--- config.mk ---
export PLATFORM = sky130hd
export DESIGN_NAME = adsq_ctrl
export DESIGN_NICKNAME = d
export VERILOG_FILES = /design/src/adsq_buf2.v /design/src/adsq_ctrl.v
export VERILOG_INCLUDE_DIRS = /design/src /design/src/shared
export SDC_FILE = /design/constraint.sdc
export NUM_CORES = 1
export LEC_CHECK = 0
export BUFFER_PORTS_ARGS = -buffer_cell sky130_fd_sc_hd__buf_2
export CAP_MARGIN = 20
export CORE_ASPECT_RATIO = 1.5
export CORE_UTILIZATION = 40
export DETAILED_ROUTE_END_ITERATION = 8
export GPL_ROUTABILITY_DRIVEN = 1
export GPL_TIMING_DRIVEN = 0
export HOLD_SLACK_MARGIN = 0.08
export SETUP_SLACK_MARGIN = 0.02
export SLEW_MARGIN = 10
export SYNTH_ARGS = -nofsm -noshare
export SYNTH_HDL_FRONTEND = slang
export SYNTH_HIERARCHICAL = 1
export SYNTH_SLANG_ARGS = --single-unit
export TNS_END_PERCENT = 30
--- constraint.sdc ---
create_clock -name clock_i -period 2.6 [get_ports clock_i]
set_input_delay 0.13 -clock clock_i [delete_from_list [all_inputs] [get_ports clock_i]]
set_output_delay 0.13 -clock clock_i [all_outputs]
set_load 0.03 [all_outputs]
--- src/shared/adsq_map.vh ---
// Register addresses, field positions, reset values and timing counts of the converter control
`ifndef ADSQ_MAP_VH
`define ADSQ_MAP_VH

// Register addresses (low 16 bits of the bus address)
`define ADSQ_RES_BASE    16'hff90
`define ADSQ_CSR_ADDR    16'hff98
`define ADSQ_TRG_ADDR    16'hff99
`define ADSQ_HALT_HI     16'hff3c
`define ADSQ_HALT_LO     16'hff3d

// Field positions of conversion_control_status
`define ADSQ_CSR_END     7
`define ADSQ_CSR_IE      6
`define ADSQ_CSR_START   5
`define ADSQ_CSR_SCAN    4
`define ADSQ_CSR_CKS     3
// Field positions of trigger_source_control and module_halt_control
`define ADSQ_TRG_HI      7
`define ADSQ_TRG_LO      6
`define ADSQ_HALT_BIT    9

// Reset values
`define ADSQ_CSR_RST     8'h00
`define ADSQ_TRG_RST     8'h3f
`define ADSQ_TRG_RSV     6'h3f
`define ADSQ_HALT_RST    16'h3fff
`define ADSQ_RES_RST     10'h000

// Trigger select codes
`define ADSQ_TRG_SW      2'b00
`define ADSQ_TRG_TMR     2'b01
`define ADSQ_TRG_EXT     2'b11

// One converter state is one clock cycle
`define ADSQ_STATE_CYC   1
// Phase lengths in states: start delay, sampling, per trial bit, tail
`define ADSQ_DLY0_ST     10
`define ADSQ_DLY1_ST     6
`define ADSQ_SPL0_ST     63
`define ADSQ_SPL1_ST     31
`define ADSQ_STEP0_ST    19
`define ADSQ_STEP1_ST    9
`define ADSQ_TAIL0_ST    2
`define ADSQ_TAIL1_ST    6
// Maximum conversion lengths in states
`define ADSQ_CONV0_MAX   266
`define ADSQ_CONV1_MAX   134
// Phase lengths in clock cycles
`define ADSQ_DLY0_CYC    (`ADSQ_DLY0_ST * `ADSQ_STATE_CYC)
`define ADSQ_DLY1_CYC    (`ADSQ_DLY1_ST * `ADSQ_STATE_CYC)
`define ADSQ_SPL0_CYC    (`ADSQ_SPL0_ST * `ADSQ_STATE_CYC)
`define ADSQ_SPL1_CYC    (`ADSQ_SPL1_ST * `ADSQ_STATE_CYC)
`define ADSQ_STEP0_CYC   (`ADSQ_STEP0_ST * `ADSQ_STATE_CYC)
`define ADSQ_STEP1_CYC   (`ADSQ_STEP1_ST * `ADSQ_STATE_CYC)
`define ADSQ_TAIL0_CYC   (`ADSQ_TAIL0_ST * `ADSQ_STATE_CYC)
`define ADSQ_TAIL1_CYC   (`ADSQ_TAIL1_ST * `ADSQ_STATE_CYC)

`endif

--- src/adsq_buf2.v ---
// Two-entry valid/ready buffer for conversion results
`timescale 1ns/1ps
module adsq_buf2 #(
   parameter W = 13
) (
   input  wire         clock_i,
   input  wire         rst_n_i,
   input  wire         flush_i,
   input  wire         in_valid_i,
   output wire         in_ready_o,
   input  wire [W-1:0] in_data_i,
   output wire         out_valid_o,
   input  wire         out_ready_i,
   output wire [W-1:0] out_data_o
);
   reg [W-1:0] ent0_r;
   reg [W-1:0] ent1_r;
   reg [1:0]   cnt_r;
   wire        push;
   wire        pop;

   // Full at two entries so the producer sees back-pressure
   assign in_ready_o  = (cnt_r != 2'd2);
   assign out_valid_o = (cnt_r != 2'd0);
   assign out_data_o  = ent0_r;            // Head comes straight from a flop
   assign push        = in_valid_i & in_ready_o;
   assign pop         = out_valid_o & out_ready_i;

   // Entry 0 is the head; entry 1 shifts down on a pop
   always @(posedge clock_i or negedge rst_n_i) begin
      if (!rst_n_i) begin
         ent0_r <= {W{1'b0}};
         ent1_r <= {W{1'b0}};
         cnt_r  <= 2'd0;
      end else if (flush_i) begin
         cnt_r <= 2'd0;
      end else begin
         if (pop) begin
            ent0_r <= (cnt_r == 2'd2) ? ent1_r : in_data_i;
            if (push && cnt_r == 2'd2)
               ent1_r <= in_data_i;
         end else if (push) begin
            if (cnt_r == 2'd0)
               ent0_r <= in_data_i;
            else
               ent1_r <= in_data_i;
         end
         if (push && !pop)
            cnt_r <= cnt_r + 2'd1;
         else if (pop && !push)
            cnt_r <= cnt_r - 2'd1;
      end
   end
endmodule // adsq_buf2

--- src/adsq_ctrl.v ---
// Sequencer and register file of the 10-bit successive-approximation converter
//
// Behaviour
// - Start bit set by software, timer trigger or external pin; held during conversion.
// - Single mode clears the start bit when the one channel finishes.
// - Scan mode repeats until start cleared by software, reset, standby or halt.
// - Status bit 4 selects single (0, reset) or scan (1) mode.
// - Time select 0 gives at most 266 states, 1 gives at most 134.
// - Top channel bit picks group; low bits pick channel or last scan channel.
// - Trigger code 00 software only, 01 timer, 11 external pin, 10 no hardware trigger.
// - Six low trigger register bits read 1 and ignore writes.
// - Trigger register initialised on reset, standby and module halt.
// - Halt bit 9 stops the converter after the bus cycle and blocks access.
// - Halt register initialised on reset and hardware standby, kept in software standby.
// - Upper result byte read also copies the lower byte into the holding latch.
// - Lower result byte read returns the holding latch.
// - Ten-bit successive approximation, single and scan modes only.
// - Single-mode completion stores result, sets end flag, clears start, idles together.
// - Interrupt request while end flag and interrupt enable are both 1.
// - End flag cleared only by writing 0 after reading it as 1, or by reset, standby or halt.
// - Scan starts at group's first channel, next channel follows after one wait cycle once the buffer has room.
// - Scan sets end flag after the last channel, then restarts at the first.
// - Scan restarted after a stop begins at the group's first channel.
// - Result upper 8 bits in 15..8, low 2 bits in 7..6, rest zero.
// - Channels n and n+4 share result register A, B, C or D.
// - Writing 1 to the end flag has no effect.
`include "adsq_map.vh"
`timescale 1ns/1ps
module adsq_ctrl (
   input  wire        clock_i,
   input  wire        rst_n_i,
   input  wire        hw_standby_i,
   input  wire        sw_standby_i,
   input  wire [15:0] bus_addr_i,
   input  wire        bus_rd_i,
   input  wire        bus_wr_i,
   input  wire [7:0]  bus_wdata_i,
   output wire [7:0]  bus_rdata_o,
   input  wire        tmr_trig_i,
   input  wire        ext_trigger_pin_i,
   output wire        sample_o,
   output wire [9:0]  trial_o,
   output wire [2:0]  chan_sel_o,
   input  wire        cmp_i,
   output wire        conv_done_irq_o,
   output wire        module_halted_o,
   output wire        res_valid_o,
   input  wire        res_ready_i,
   output wire [9:0]  res_data_o,
   output wire [2:0]  res_chan_o
);
   localparam S_IDLE   = 3'd0;
   localparam S_DELAY  = 3'd1;
   localparam S_SAMPLE = 3'd2;
   localparam S_BIT    = 3'd3;
   localparam S_TAIL   = 3'd4;
   localparam S_WAIT   = 3'd5;

   localparam [8:0] DLY0  = `ADSQ_DLY0_CYC - 1;
   localparam [8:0] DLY1  = `ADSQ_DLY1_CYC - 1;
   localparam [8:0] SPL0  = `ADSQ_SPL0_CYC - 1;
   localparam [8:0] SPL1  = `ADSQ_SPL1_CYC - 1;
   localparam [8:0] STEP0 = `ADSQ_STEP0_CYC - 1;
   localparam [8:0] STEP1 = `ADSQ_STEP1_CYC - 1;
   localparam [8:0] TAIL0 = `ADSQ_TAIL0_CYC - 1;
   localparam [8:0] TAIL1 = `ADSQ_TAIL1_CYC - 1;
   localparam [15:0] RES_BASE = `ADSQ_RES_BASE;

   // Control/status fields
   reg        end_flag_r;
   reg        irq_en_r;
   reg        start_r;
   reg        scan_r;
   reg        cks_r;
   reg [2:0]  chsel_r;
   reg        armed_r;
   reg [1:0]  trg_sel_r;
   reg [15:0] halt_r;
   // Results and holding latch
   reg [9:0]  res_a_r;
   reg [9:0]  res_b_r;
   reg [9:0]  res_c_r;
   reg [9:0]  res_d_r;
   reg [7:0]  hold_r;
   reg [7:0]  rdata_r;
   // Sequencer
   reg [2:0]  state_r;
   reg [8:0]  cnt_r;
   reg [3:0]  bit_r;
   reg [9:0]  sar_r;
   reg [1:0]  chan_r;
   // Trigger pin synchroniser
   reg        ext_m_r;
   reg        ext_s_r;
   reg        ext_d_r;

   wire       halted   = halt_r[`ADSQ_HALT_BIT];
   wire       clr_conv = halted | hw_standby_i | sw_standby_i;
   wire       buf_rdy;
   wire       cnt_done = (cnt_r == 9'd0);
   wire       conv_end = (state_r == S_TAIL) && cnt_done && start_r;
   wire       last_ch  = (chan_r == chsel_r[1:0]);
   wire       done_set = conv_end && (!scan_r || last_ch);
   wire       acc      = !halted;
   wire       wr_csr   = bus_wr_i && acc && (bus_addr_i == `ADSQ_CSR_ADDR);
   wire       wr_trg   = bus_wr_i && acc && (bus_addr_i == `ADSQ_TRG_ADDR);
   wire       rd_csr   = bus_rd_i && acc && (bus_addr_i == `ADSQ_CSR_ADDR);
   wire       res_hit  = (bus_addr_i[15:3] == RES_BASE[15:3]);
   wire       ext_fall = ext_d_r & ~ext_s_r;
   wire [9:0] res_sel;
   wire [7:0] csr_val;
   wire       trig;
   wire [1:0] grp_ch;

   // Group bit goes out unchanged; low bits walk in scan, fixed in single
   assign grp_ch     = scan_r ? chan_r : chsel_r[1:0];
   assign chan_sel_o = {chsel_r[2], grp_ch};
   assign sample_o   = (state_r == S_SAMPLE);
   assign trial_o    = sar_r;
   assign conv_done_irq_o = end_flag_r & irq_en_r;
   assign module_halted_o = halted;
   assign bus_rdata_o = rdata_r;
   assign csr_val = {end_flag_r, irq_en_r, start_r, scan_r, cks_r, chsel_r};

   // Only the selected hardware trigger source may start a conversion; a software write starts one under any code
   assign trig = ((trg_sel_r == `ADSQ_TRG_TMR) && tmr_trig_i) ||
                 ((trg_sel_r == `ADSQ_TRG_EXT) && ext_fall);

   // Channels n and n+4 share one result register
   assign res_sel = (bus_addr_i[2:1] == 2'd0) ? res_a_r :
                    (bus_addr_i[2:1] == 2'd1) ? res_b_r :
                    (bus_addr_i[2:1] == 2'd2) ? res_c_r : res_d_r;

   // Two flops before the edge detector; the first is read by nothing else
   always @(posedge clock_i or negedge rst_n_i) begin
      if (!rst_n_i) begin
         ext_m_r <= 1'b1;
         ext_s_r <= 1'b1;
         ext_d_r <= 1'b1;
      end else begin
         ext_m_r <= ext_trigger_pin_i;
         ext_s_r <= ext_m_r;
         ext_d_r <= ext_s_r;
      end
   end

   // Halt register survives software standby, reloads on hardware standby
   always @(posedge clock_i or negedge rst_n_i) begin
      if (!rst_n_i)
         halt_r <= `ADSQ_HALT_RST;
      else if (hw_standby_i)
         halt_r <= `ADSQ_HALT_RST;
      else if (bus_wr_i && bus_addr_i == `ADSQ_HALT_HI)
         halt_r[15:8] <= bus_wdata_i;
      else if (bus_wr_i && bus_addr_i == `ADSQ_HALT_LO)
         halt_r[7:0] <= bus_wdata_i;
   end

   // Control/status and trigger registers
   always @(posedge clock_i or negedge rst_n_i) begin
      if (!rst_n_i) begin
         end_flag_r <= 1'b0;
         irq_en_r   <= 1'b0;
         start_r    <= 1'b0;
         scan_r     <= 1'b0;
         cks_r      <= 1'b0;
         chsel_r    <= 3'd0;
         armed_r    <= 1'b0;
         trg_sel_r  <= `ADSQ_TRG_SW;
      end else if (clr_conv) begin
         // Halt or standby ends conversion and reinitialises the setup
         end_flag_r <= 1'b0;
         irq_en_r   <= 1'b0;
         start_r    <= 1'b0;
         scan_r     <= 1'b0;
         cks_r      <= 1'b0;
         chsel_r    <= 3'd0;
         armed_r    <= 1'b0;
         trg_sel_r  <= `ADSQ_TRG_SW;
      end else begin
         if (rd_csr && end_flag_r)
            armed_r <= 1'b1;
         if (wr_csr) begin
            irq_en_r <= bus_wdata_i[`ADSQ_CSR_IE];
            scan_r   <= bus_wdata_i[`ADSQ_CSR_SCAN];
            cks_r    <= bus_wdata_i[`ADSQ_CSR_CKS];
            chsel_r  <= bus_wdata_i[2:0];
            armed_r  <= 1'b0;
         end
         // Only a written 0 after an armed read clears; a 1 is ignored
         if (wr_csr && armed_r && !bus_wdata_i[`ADSQ_CSR_END])
            end_flag_r <= 1'b0;
         // Set wins over a clear in the same cycle
         if (done_set)
            end_flag_r <= 1'b1;
         // Start bit: completion clear, then software, then trigger set
         if (conv_end && !scan_r)
            start_r <= 1'b0;
         if (wr_csr)
            start_r <= bus_wdata_i[`ADSQ_CSR_START];
         if (trig)
            start_r <= 1'b1;
         if (wr_trg)
            trg_sel_r <= bus_wdata_i[7:6];
      end
   end

   // Sequencer: delay, sample, ten trial bits, tail; scan loops without delay
   always @(posedge clock_i or negedge rst_n_i) begin
      if (!rst_n_i) begin
         state_r <= S_IDLE;
         cnt_r   <= 9'd0;
         bit_r   <= 4'd0;
         sar_r   <= 10'd0;
         chan_r  <= 2'd0;
      end else if (clr_conv || (state_r != S_IDLE && !start_r)) begin
         state_r <= S_IDLE;
         chan_r  <= 2'd0;
         sar_r   <= 10'd0;
      end else begin
         case (state_r)
            S_IDLE: begin
               // Waiting for buffer room means a finished word is never lost
               if (start_r && buf_rdy) begin
                  state_r <= S_DELAY;
                  cnt_r   <= cks_r ? DLY1 : DLY0;
                  chan_r  <= 2'd0;
               end
            end
            S_DELAY: begin
               if (cnt_done) begin
                  state_r <= S_SAMPLE;
                  cnt_r   <= cks_r ? SPL1 : SPL0;
               end else
                  cnt_r <= cnt_r - 9'd1;
            end
            S_SAMPLE: begin
               if (cnt_done) begin
                  state_r <= S_BIT;
                  bit_r   <= 4'd9;
                  sar_r   <= 10'h200;
                  cnt_r   <= cks_r ? STEP1 : STEP0;
               end else
                  cnt_r <= cnt_r - 9'd1;
            end
            S_BIT: begin
               if (cnt_done) begin
                  // Comparator low means the trial overshot: drop the bit
                  sar_r[bit_r] <= cmp_i;
                  if (bit_r == 4'd0) begin
                     state_r <= S_TAIL;
                     cnt_r   <= cks_r ? TAIL1 : TAIL0;
                  end else begin
                     sar_r[bit_r - 4'd1] <= 1'b1;
                     bit_r <= bit_r - 4'd1;
                     cnt_r <= cks_r ? STEP1 : STEP0;
                  end
               end else
                  cnt_r <= cnt_r - 9'd1;
            end
            S_TAIL: begin
               if (cnt_done) begin
                  if (!scan_r)
                     state_r <= S_IDLE;
                  else begin
                     state_r <= S_WAIT;
                     chan_r  <= last_ch ? 2'd0 : chan_r + 2'd1;
                  end
               end else
                  cnt_r <= cnt_r - 9'd1;
            end
            S_WAIT: begin
               // One cycle gap lets the buffer show room before the next word
               if (buf_rdy) begin
                  state_r <= S_SAMPLE;
                  cnt_r   <= cks_r ? SPL1 : SPL0;
               end
            end
            default: state_r <= S_IDLE;
         endcase
      end
   end

   // Results land in the register of the converted channel
   always @(posedge clock_i or negedge rst_n_i) begin
      if (!rst_n_i) begin
         res_a_r <= `ADSQ_RES_RST;
         res_b_r <= `ADSQ_RES_RST;
         res_c_r <= `ADSQ_RES_RST;
         res_d_r <= `ADSQ_RES_RST;
      end else if (clr_conv) begin
         res_a_r <= `ADSQ_RES_RST;
         res_b_r <= `ADSQ_RES_RST;
         res_c_r <= `ADSQ_RES_RST;
         res_d_r <= `ADSQ_RES_RST;
      end else if (conv_end) begin
         if (grp_ch == 2'd0)
            res_a_r <= sar_r;
         else if (grp_ch == 2'd1)
            res_b_r <= sar_r;
         else if (grp_ch == 2'd2)
            res_c_r <= sar_r;
         else
            res_d_r <= sar_r;
      end
   end

   // Read data and holding latch; reads while halted see zero except the halt register
   always @(posedge clock_i or negedge rst_n_i) begin
      if (!rst_n_i) begin
         rdata_r <= 8'h00;
         hold_r  <= 8'h00;
      end else begin
         if (clr_conv)
            hold_r <= 8'h00;
         if (!bus_rd_i)
            rdata_r <= 8'h00;
         else if (bus_addr_i == `ADSQ_HALT_HI)
            rdata_r <= halt_r[15:8];
         else if (bus_addr_i == `ADSQ_HALT_LO)
            rdata_r <= halt_r[7:0];
         else if (!acc)
            rdata_r <= 8'h00;
         else if (bus_addr_i == `ADSQ_CSR_ADDR)
            rdata_r <= csr_val;
         else if (bus_addr_i == `ADSQ_TRG_ADDR)
            rdata_r <= {trg_sel_r, `ADSQ_TRG_RSV};
         else if (res_hit && !bus_addr_i[0]) begin
            rdata_r <= res_sel[9:2];
            if (!clr_conv)
               hold_r <= {res_sel[1:0], 6'h00};
         end else if (res_hit)
            rdata_r <= hold_r;
         else
            rdata_r <= 8'h00;
      end
   end

   // Finished words also leave through a small buffer to a stream consumer
   adsq_buf2 #(
      .W (13)
   ) u_buf (
      .clock_i     (clock_i),
      .rst_n_i     (rst_n_i),
      .flush_i     (clr_conv),
      .in_valid_i  (conv_end),
      .in_ready_o  (buf_rdy),
      .in_data_i   ({chsel_r[2], grp_ch, sar_r}),
      .out_valid_o (res_valid_o),
      .out_ready_i (res_ready_i),
      .out_data_o  ({res_chan_o, res_data_o})
   );
endmodule // adsq_ctrl
==> results of run 1 <==
## layer usage
layer / vias up / track usage / wire length, microns
met5: - / 0 / 0
met4: 0 / 0.119 / 715
met1: 3088 / 0.254 / 8480
met2: 194 / 0.385 / 10800
met3: 54 / 0.0333 / 667
li1: 2930 / - / -
## repair_timing
item                                    CTS  global route
endpoints found under the setup margin   81            41
hold endpoints to repair                 76             0
pin swaps                                 3             6
cloned                                    1             0
hold buffers                             16             0
resized for setup                        12             9
buffers inserted                          7             6
## synth_stat cells (12+ instances only)
library cell / count
a211o_1: 15
a211oi_1: 13
a21oi_1: 29
buf_2: 14
clkbuf_1: 24
dfrtp_1: 125
dfstp_2: 17
inv_1: 26
mux2_2: 33
mux2i_1: 54
nand2_1: 31
nor2_1: 80
nor2b_1: 14
nor3_1: 18
o211ai_1: 12
o21ai_0: 47
## path summary, 6_finish.rpt
| check | start | end |
|---|---|---|
| hold reg to reg | ext_m_r$_DFF_PN1_ | ext_s_r$_DFF_PN1_ |
| setup reg to reg | cnt_r[4]$_DFFE_PN0P_ | u_buf/out_data_o[4]$_DFFE_PN0P_ |
| hold / removal | hw_standby_i | halt_r[2]$_DFFE_PN1P_ |
| max in group asynchronous | rst_n_i | u_buf/ent1_r[9]$_DFFE_PN0P_ |
| setup / recovery | cnt_r[4]$_DFFE_PN0P_ | u_buf/out_data_o[4]$_DFFE_PN0P_ |
| min in group asynchronous | rst_n_i | cnt_r[2]$_DFFE_PN0P_ |
## cell families (layout without fill, tap and decap cells)
| family | count (synthesis) | in the layout | synth area share |
|---|---|---|---|
| DFF | 142 | 142 | 0.463 |
| xor gates and xnor gates | 3 | 3 | 0.00341 |
| adders and majority gates | 9 | 9 | 0.0146 |
| buffers and inverters | 73 | 206 | 0.0428 |
| muxes | 107 | 107 | 0.167 |
| AOI/OAI and AO/OA | 174 | 174 | 0.153 |
| and+or+nand+nor | 225 | 225 | 0.156 |
## state kept, by name (all words and copies together) (netlist names), 2 cells and up
register / cells
u_buf/cnt_r: 2
chsel_r: 3
res_a_r: 10
chan_r: 2
res_b_r: 10
bit_r: 4
hold_r: 8
halt_r: 16
u_buf/ent1_r: 13
state_r: 3
res_c_r: 10
res_d_r: 10
u_buf/out_data_o: 13
cnt_r: 9
trial_o: 10
bus_rdata_o: 8
trg_sel_r: 2
## worst register-to-register path, delay by kind of cell (launching register included)
kind,cells,cell delay [ns]
and+or+nand+nor,3,1.04
buffers and inverters,4,0.49
DFF,1,0.46
muxes,1,0.29
AOI/OAI and AO/OA,1,0.19
## final cells by class
class,count,area share
Buffer,46,0.0247
Clock buffer,17,0.0449
Clock inverter,15,0.0235
Inverter,27,0.0112
Multi-Input combinational cell,518,0.412
Sequential cell,142,0.377
Tap cell,252,0.0333
Timing Repair Buffer,101,0.0728
## per-stage QoR
step | total power (uW) | util | TNS (ns) | instances | hold slack [ns]
global route | 5210 | 0.507 | -0.240 | 1118 | 0.0866
CTS | 5110 | 0.503 | 0 | 1111 | 0.0820
detailed placement | 2400 | 0.451 | -22.96 | 1055 | 0.0768
finish | 5050 | 0.507 | 0 | 1118 | 0.100
floorplan | 2300 | - | 0 | 733 | -0.166
global placement | 2400 | 0.449 | -119.56 | 1054 | 0.235
## report_power, final
part | leakage [uW] | internal (uW) | switching [uW] | total, uW
Sequential | 0.00189 | 2210 | 0.682 | 2220
Combinational | 0.00187 | 56.2 | 105 | 161
Clock | 0.000315 | 1640 | 1030 | 2680
Total | 0.00408 | 3910 | 1140 | 5050
==> results.yml, run 1 <==
outcome:
  status: "completed"
setup_path:
  cp_cell_sequence: "nor4_4 -> nand4_1 -> buf_6 -> inv_6 -> or3b_4 -> a21oi_4 -> buf_12 -> buf_12 -> mux2_4"
  critPathTopFamily: "simple AND/OR/NAND/NOR gates"
  r2r_setup_slack_ns: 0.02
  path_common_cell: "buf_12"
  crit_path_start_kind: "register"
  path_depth: 9
  path_buf_inv: 4
  required_ns: 2.91
  crit_arrival_ns: 2.89
  path_max_fanout: 6
  crit_type: "register to register"
  cp_slowest_stage_delay_ns: 0.47
  cpMaxStageDelayCell: "nor4_4"
  endpoint_kind: "register"
  r2r_cells: 9
clocking:
  cts_tree: "built"
  cts-htree-levels: 4
  numCtsBuffers: 17
  cts.sinks: 142
  cts_root_buf: "clkbuf_16"
  insertion_delay_ns: 0.43
  cts_buffer_depth: 2
  path_clk_slew_ns: 0.06
cells_and_area:
  final_layout_size_suffix_gt1_frac: 0.275
  n_fill_cell: 1716
  final_cell_mix: "dfrtp_1, buf_2, nor2_1, mux2i_1, o21ai_0"
  design_area_sq_um: 9470
  num-nets-final: 896
  regArea_sq_um: 3570
  multi_input_area_sq_um: 3910
  syn2layout_area_growth_pct: 22.8
  layout_commonest_cell: "dfrtp_1"
  n_antenna_cell: 0
floorplan:
  die_y_microns: 172
  pin_count: 72
  die-width_microns: 115
  core_sq_um: 18700
  die-area_sq_um: 19900
  start_util: 0.413
  rows: 61
synth:
  ys_async_sr_fraction: 1.00
  synth_area_per_cell_sq_um: 10.5
  synth_area_sq_um: 7710
  synth_flop_cell: "dfrtp_1"
  synth_seq_cells: 142
  synth_area_leader_cell: "dfrtp_1"
  seq_area_frac_synth: 0.463
  synthesis.nets: 776
  yosys_warnings: 6
  syn_inst: 733
  synthTopCellsByArea: "dfrtp_1, mux2i_1, dfstp_2"
  synth_edf_count: 0
  netlist.area_leader.share: 0.405
  yosysUniqueCellTypes: 70
route:
  wl_microns: 20700
  ant_nets: 0
  drc: 0
  first_iter_violations: 373
  via_per_inst: 5.60
  via_count: 6266
  wl_per_cell_microns: 18.5
  firstDrtPassIters: 5
sta:
  fin_ws_ns: 0.0166
  period_needed_ns: 2.58
  timing.final.crit_share: 0.994
  worstMarginPinSlew_ns: 0.961
  skew_ns: 0.0156
  rsz0062_at_grt: "true"
  maxSlewViolCount: 0
  clock.fmax_ghz: 0.387
  max_slew_margin: 0.358
  finalHoldViolations: 0
  setup_violations: 0
grt:
  grt_usage: 0.219
  antenna_found_initial: 0
  grt_pass1_wl_microns: 33000
  grt_pass1_vias: 6238
  grt_overflow: 0
  grt_max_degree: 92
power_and_ir_drop:
  power.density_nw_per_um2: 533
  leakage_uw: 0.00408
  ir_drop_uv: 475
placement:
  dpl.hpwl_microns: 14300
  pre_cts_ws_ns: -0.682
  place_congestion: 0.884
  place_area_sq_um: 8430
  portBuffers: 69
run:
  maxCapViolations: 0
hold_path:
  hold_path_depth: 2
  hp-class: "input port to register"
(Power assumes the default switching activity.)
==> inputs of run 2 (changes only) <==
--- a/config.mk
+++ b/config.mk
@@ -14,6 +14,7 @@
 export GPL_ROUTABILITY_DRIVEN = 1
 export GPL_TIMING_DRIVEN = 0
 export HOLD_SLACK_MARGIN = 0.08
+export REMOVE_ABC_BUFFERS = 1
 export SETUP_SLACK_MARGIN = 0.02
 export SLEW_MARGIN = 10
 export SYNTH_ARGS = -nofsm -noshare
==> run 2 against run 1 <==
Against the previous run: die area unchanged; critical path depth down 2; flip-flop and latch count unchanged.
==> results.yml, run 2 (same netlist as run 1, synthesis figures left out) <==
outcome:
  status: "completed"
setup_path:
  path_max_fanout: 22
  crit_type: "register to register"
  endpoint_kind: "register"
  r2r_setup_slack_ns: 0.13
  r2r-end: "u_buf/out_data_o[11]$_DFFE_PN0P_"
  reg2reg_from: "state_r[2]$_DFFE_PN0P_"
  r2r_cells: 7
  crit_arrival_ns: 2.77
  crit_path_start_kind: "register"
  required_ns: 2.90
hold_path:
  min_to: "hold_r[7]$_DFF_PN0_"
  hold_start: "sw_standby_i"
  hold_path_depth: 3
  hp-class: "input port to register"
floorplan:
  rows: 61
  die-area_sq_um: 19900
  start_util: 0.413
  core_sq_um: 18700
  pin_count: 72
  die-width_microns: 115
  die_y_microns: 172
clocking:
  cts_root_buf: "clkbuf_16"
  cts_tree: "built"
  insertion_delay_ns: 0.43
  cts.sinks: 142
  path_clk_slew_ns: 0.07
  cts_buffer_depth: 2
  cts-htree-levels: 4
  numCtsBuffers: 17
sta:
  timing.final.crit_share: 0.949
  rsz0062_at_grt: "false"
  max_slew_margin: 0.353
  setup_violations: 0
  worstMarginPinSlew_ns: 0.962
  clock.fmax_ghz: 0.405
  tns_ns: 0
  finalHoldViolations: 0
  maxSlewViolCount: 0
  period_needed_ns: 2.47
  skew_ns: 0.0150
  holdWs_ns: 0.101
cells_and_area:
  syn2layout_area_growth_pct: 19.3
  multi_input_area_sq_um: 3960
  stdcell_count: 1071
  largest_reg_flops: 16
  design_area_sq_um: 9210
  regArea_sq_um: 3580
  final_cell_mix: "dfrtp_1, nor2_1, buf_2, mux2i_1, o21ai_0"
  n_fill_cell: 1696
  layout_commonest_cell: "dfrtp_1"
  n_antenna_cell: 0
  final_layout_size_suffix_gt1_frac: 0.277
  num-nets-final: 849
  largest-register: "halt_r"
power_and_ir_drop:
  pwr-share-seq: 0.470
  swShare: 0.235
  power.density_nw_per_um2: 512
  ir_drop_uv: 419
  p_total_uw: 4710
  p_int_uw: 3610
  leakage_uw: 0.00395
  clkPwrFrac: 0.497
  p_comb_frac: 0.033
  p_switching_uw: 1110
route:
  firstDrtPassIters: 5
  wl_per_cell_microns: 18.3
  drc: 0
  first_iter_violations: 380
  ant_nets: 0
  via_count: 6034
  wl_microns: 19600
  via_per_inst: 5.63
placement:
  portBuffers: 71
  place_congestion: 0.888
  place_area_sq_um: 8280
  dp_cells: 1017
  dpl.hpwl_microns: 13700
run:
  maxCapViolations: 0
grt:
  antenna_found_initial: 0
  grt_pass1_wl_microns: 32300
  grt_pass1_vias: 6250
  grt_usage: 0.212
  grt_overflow: 0
  grt_max_degree: 83
## run 2: changes by cell type in the layout (fill, tap and decap cells not counted), moves of 3 or more
cell           delta
buf_2            -12
clkinv_4          -3
buf_4             -4
clkbuf_1         -20
buf_6             +3
dlygate4sd3_1     -3
nor3_1            -4
buf_1             -3
dfrtp_1           -3
nor3_4            +4
## run 2: how the worst max path moves through the flow
| stage | start | end | slack, ns | cells after the start |
|---|---|---|---|---|
| after detailed placement | cnt_r[0]$_DFFE_PN0P_ | u_buf/out_data_o[1]$_DFFE_PN0P_ | -1.23 | 8 |
| after CTS | cnt_r[0]$_DFFE_PN0P_ | res_c_r[9]$_DFFE_PN0P_ | 0.03 | 9 |
| final | state_r[2]$_DFFE_PN0P_ | u_buf/out_data_o[11]$_DFFE_PN0P_ | 0.13 | 7 |
| after global routing | bit_r[0]$_DFFE_PN0P_ | cnt_r[4]$_DFFE_PN0P_ | 0.04 | 7 |
| after global placement | cnt_r[3]$_DFFE_PN0P_ | res_c_r[8]$_DFFE_PN0P_ | -2.21 | 5 |
| after floorplan | cnt_r[3]$_DFFE_PN0P_ | res_c_r[3]$_DFFE_PN0P_ | -0.79 | 5 |
## run 2: critical path, cell delays in order, from the launching register on
cell and delay (ns):
dfrtp_4 0.56, nor3b_4 0.38, nand4_1 0.24, inv_2 0.11, or3b_4 0.39, a21oi_4 0.15
buf_12 0.17, mux2_2 0.34
## run 2: layout make-up
cell class	instances	area share
clock buffer	19	0.0470
clock inverter	13	0.0139
inverter	27	0.0139
multi-input combinational	518	0.430
sequential	142	0.389
tap	252	0.0342
timing repair buffer	100	0.0720
## run 2: routing by layer
metal,part of all wire,track usage
met5,0,0
met4,0.028,0.0909
met2,0.52,0.370
met3,0.038,0.0396
met1,0.42,0.252
## run 2: repair_timing
| item | in CTS | in global routing |
|---|---|---|
| pin swaps | 5 | 5 |
| hold endpoints to repair | 94 | 0 |
| buffers inserted | 6 | 3 |
| cloned | 0 | 0 |
| hold buffers | 13 | 0 |
| resized for setup | 22 | 9 |
| endpoints found under the setup margin | 95 | 54 |
## run 2: power by group through the flow
| stage | sequential [uW] | clock (uW) | combinational (uW) |
|---|---|---|---|
| 6_report | 2220 | 2350 | 154 |
| 5_1_grt | 2210 | 2490 | 173 |
| 4_1_cts | 2220 | 2400 | 158 |
| 3_5_place_dp | 2260 | 0 | 142 |
| 3_3_place_gp | 2260 | 0 | 132 |
| 2_1_floorplan | 2260 | 0 | 29.7 |
## run 2: metrics by stage
step | utilization | setup WS, ns
floorplan | - | -0.789
detailed placement | 0.443 | -1.23
global placement | 0.436 | -2.21
global route | 0.492 | 0.0370
CTS | 0.488 | 0.0253
finish | 0.492 | 0.132
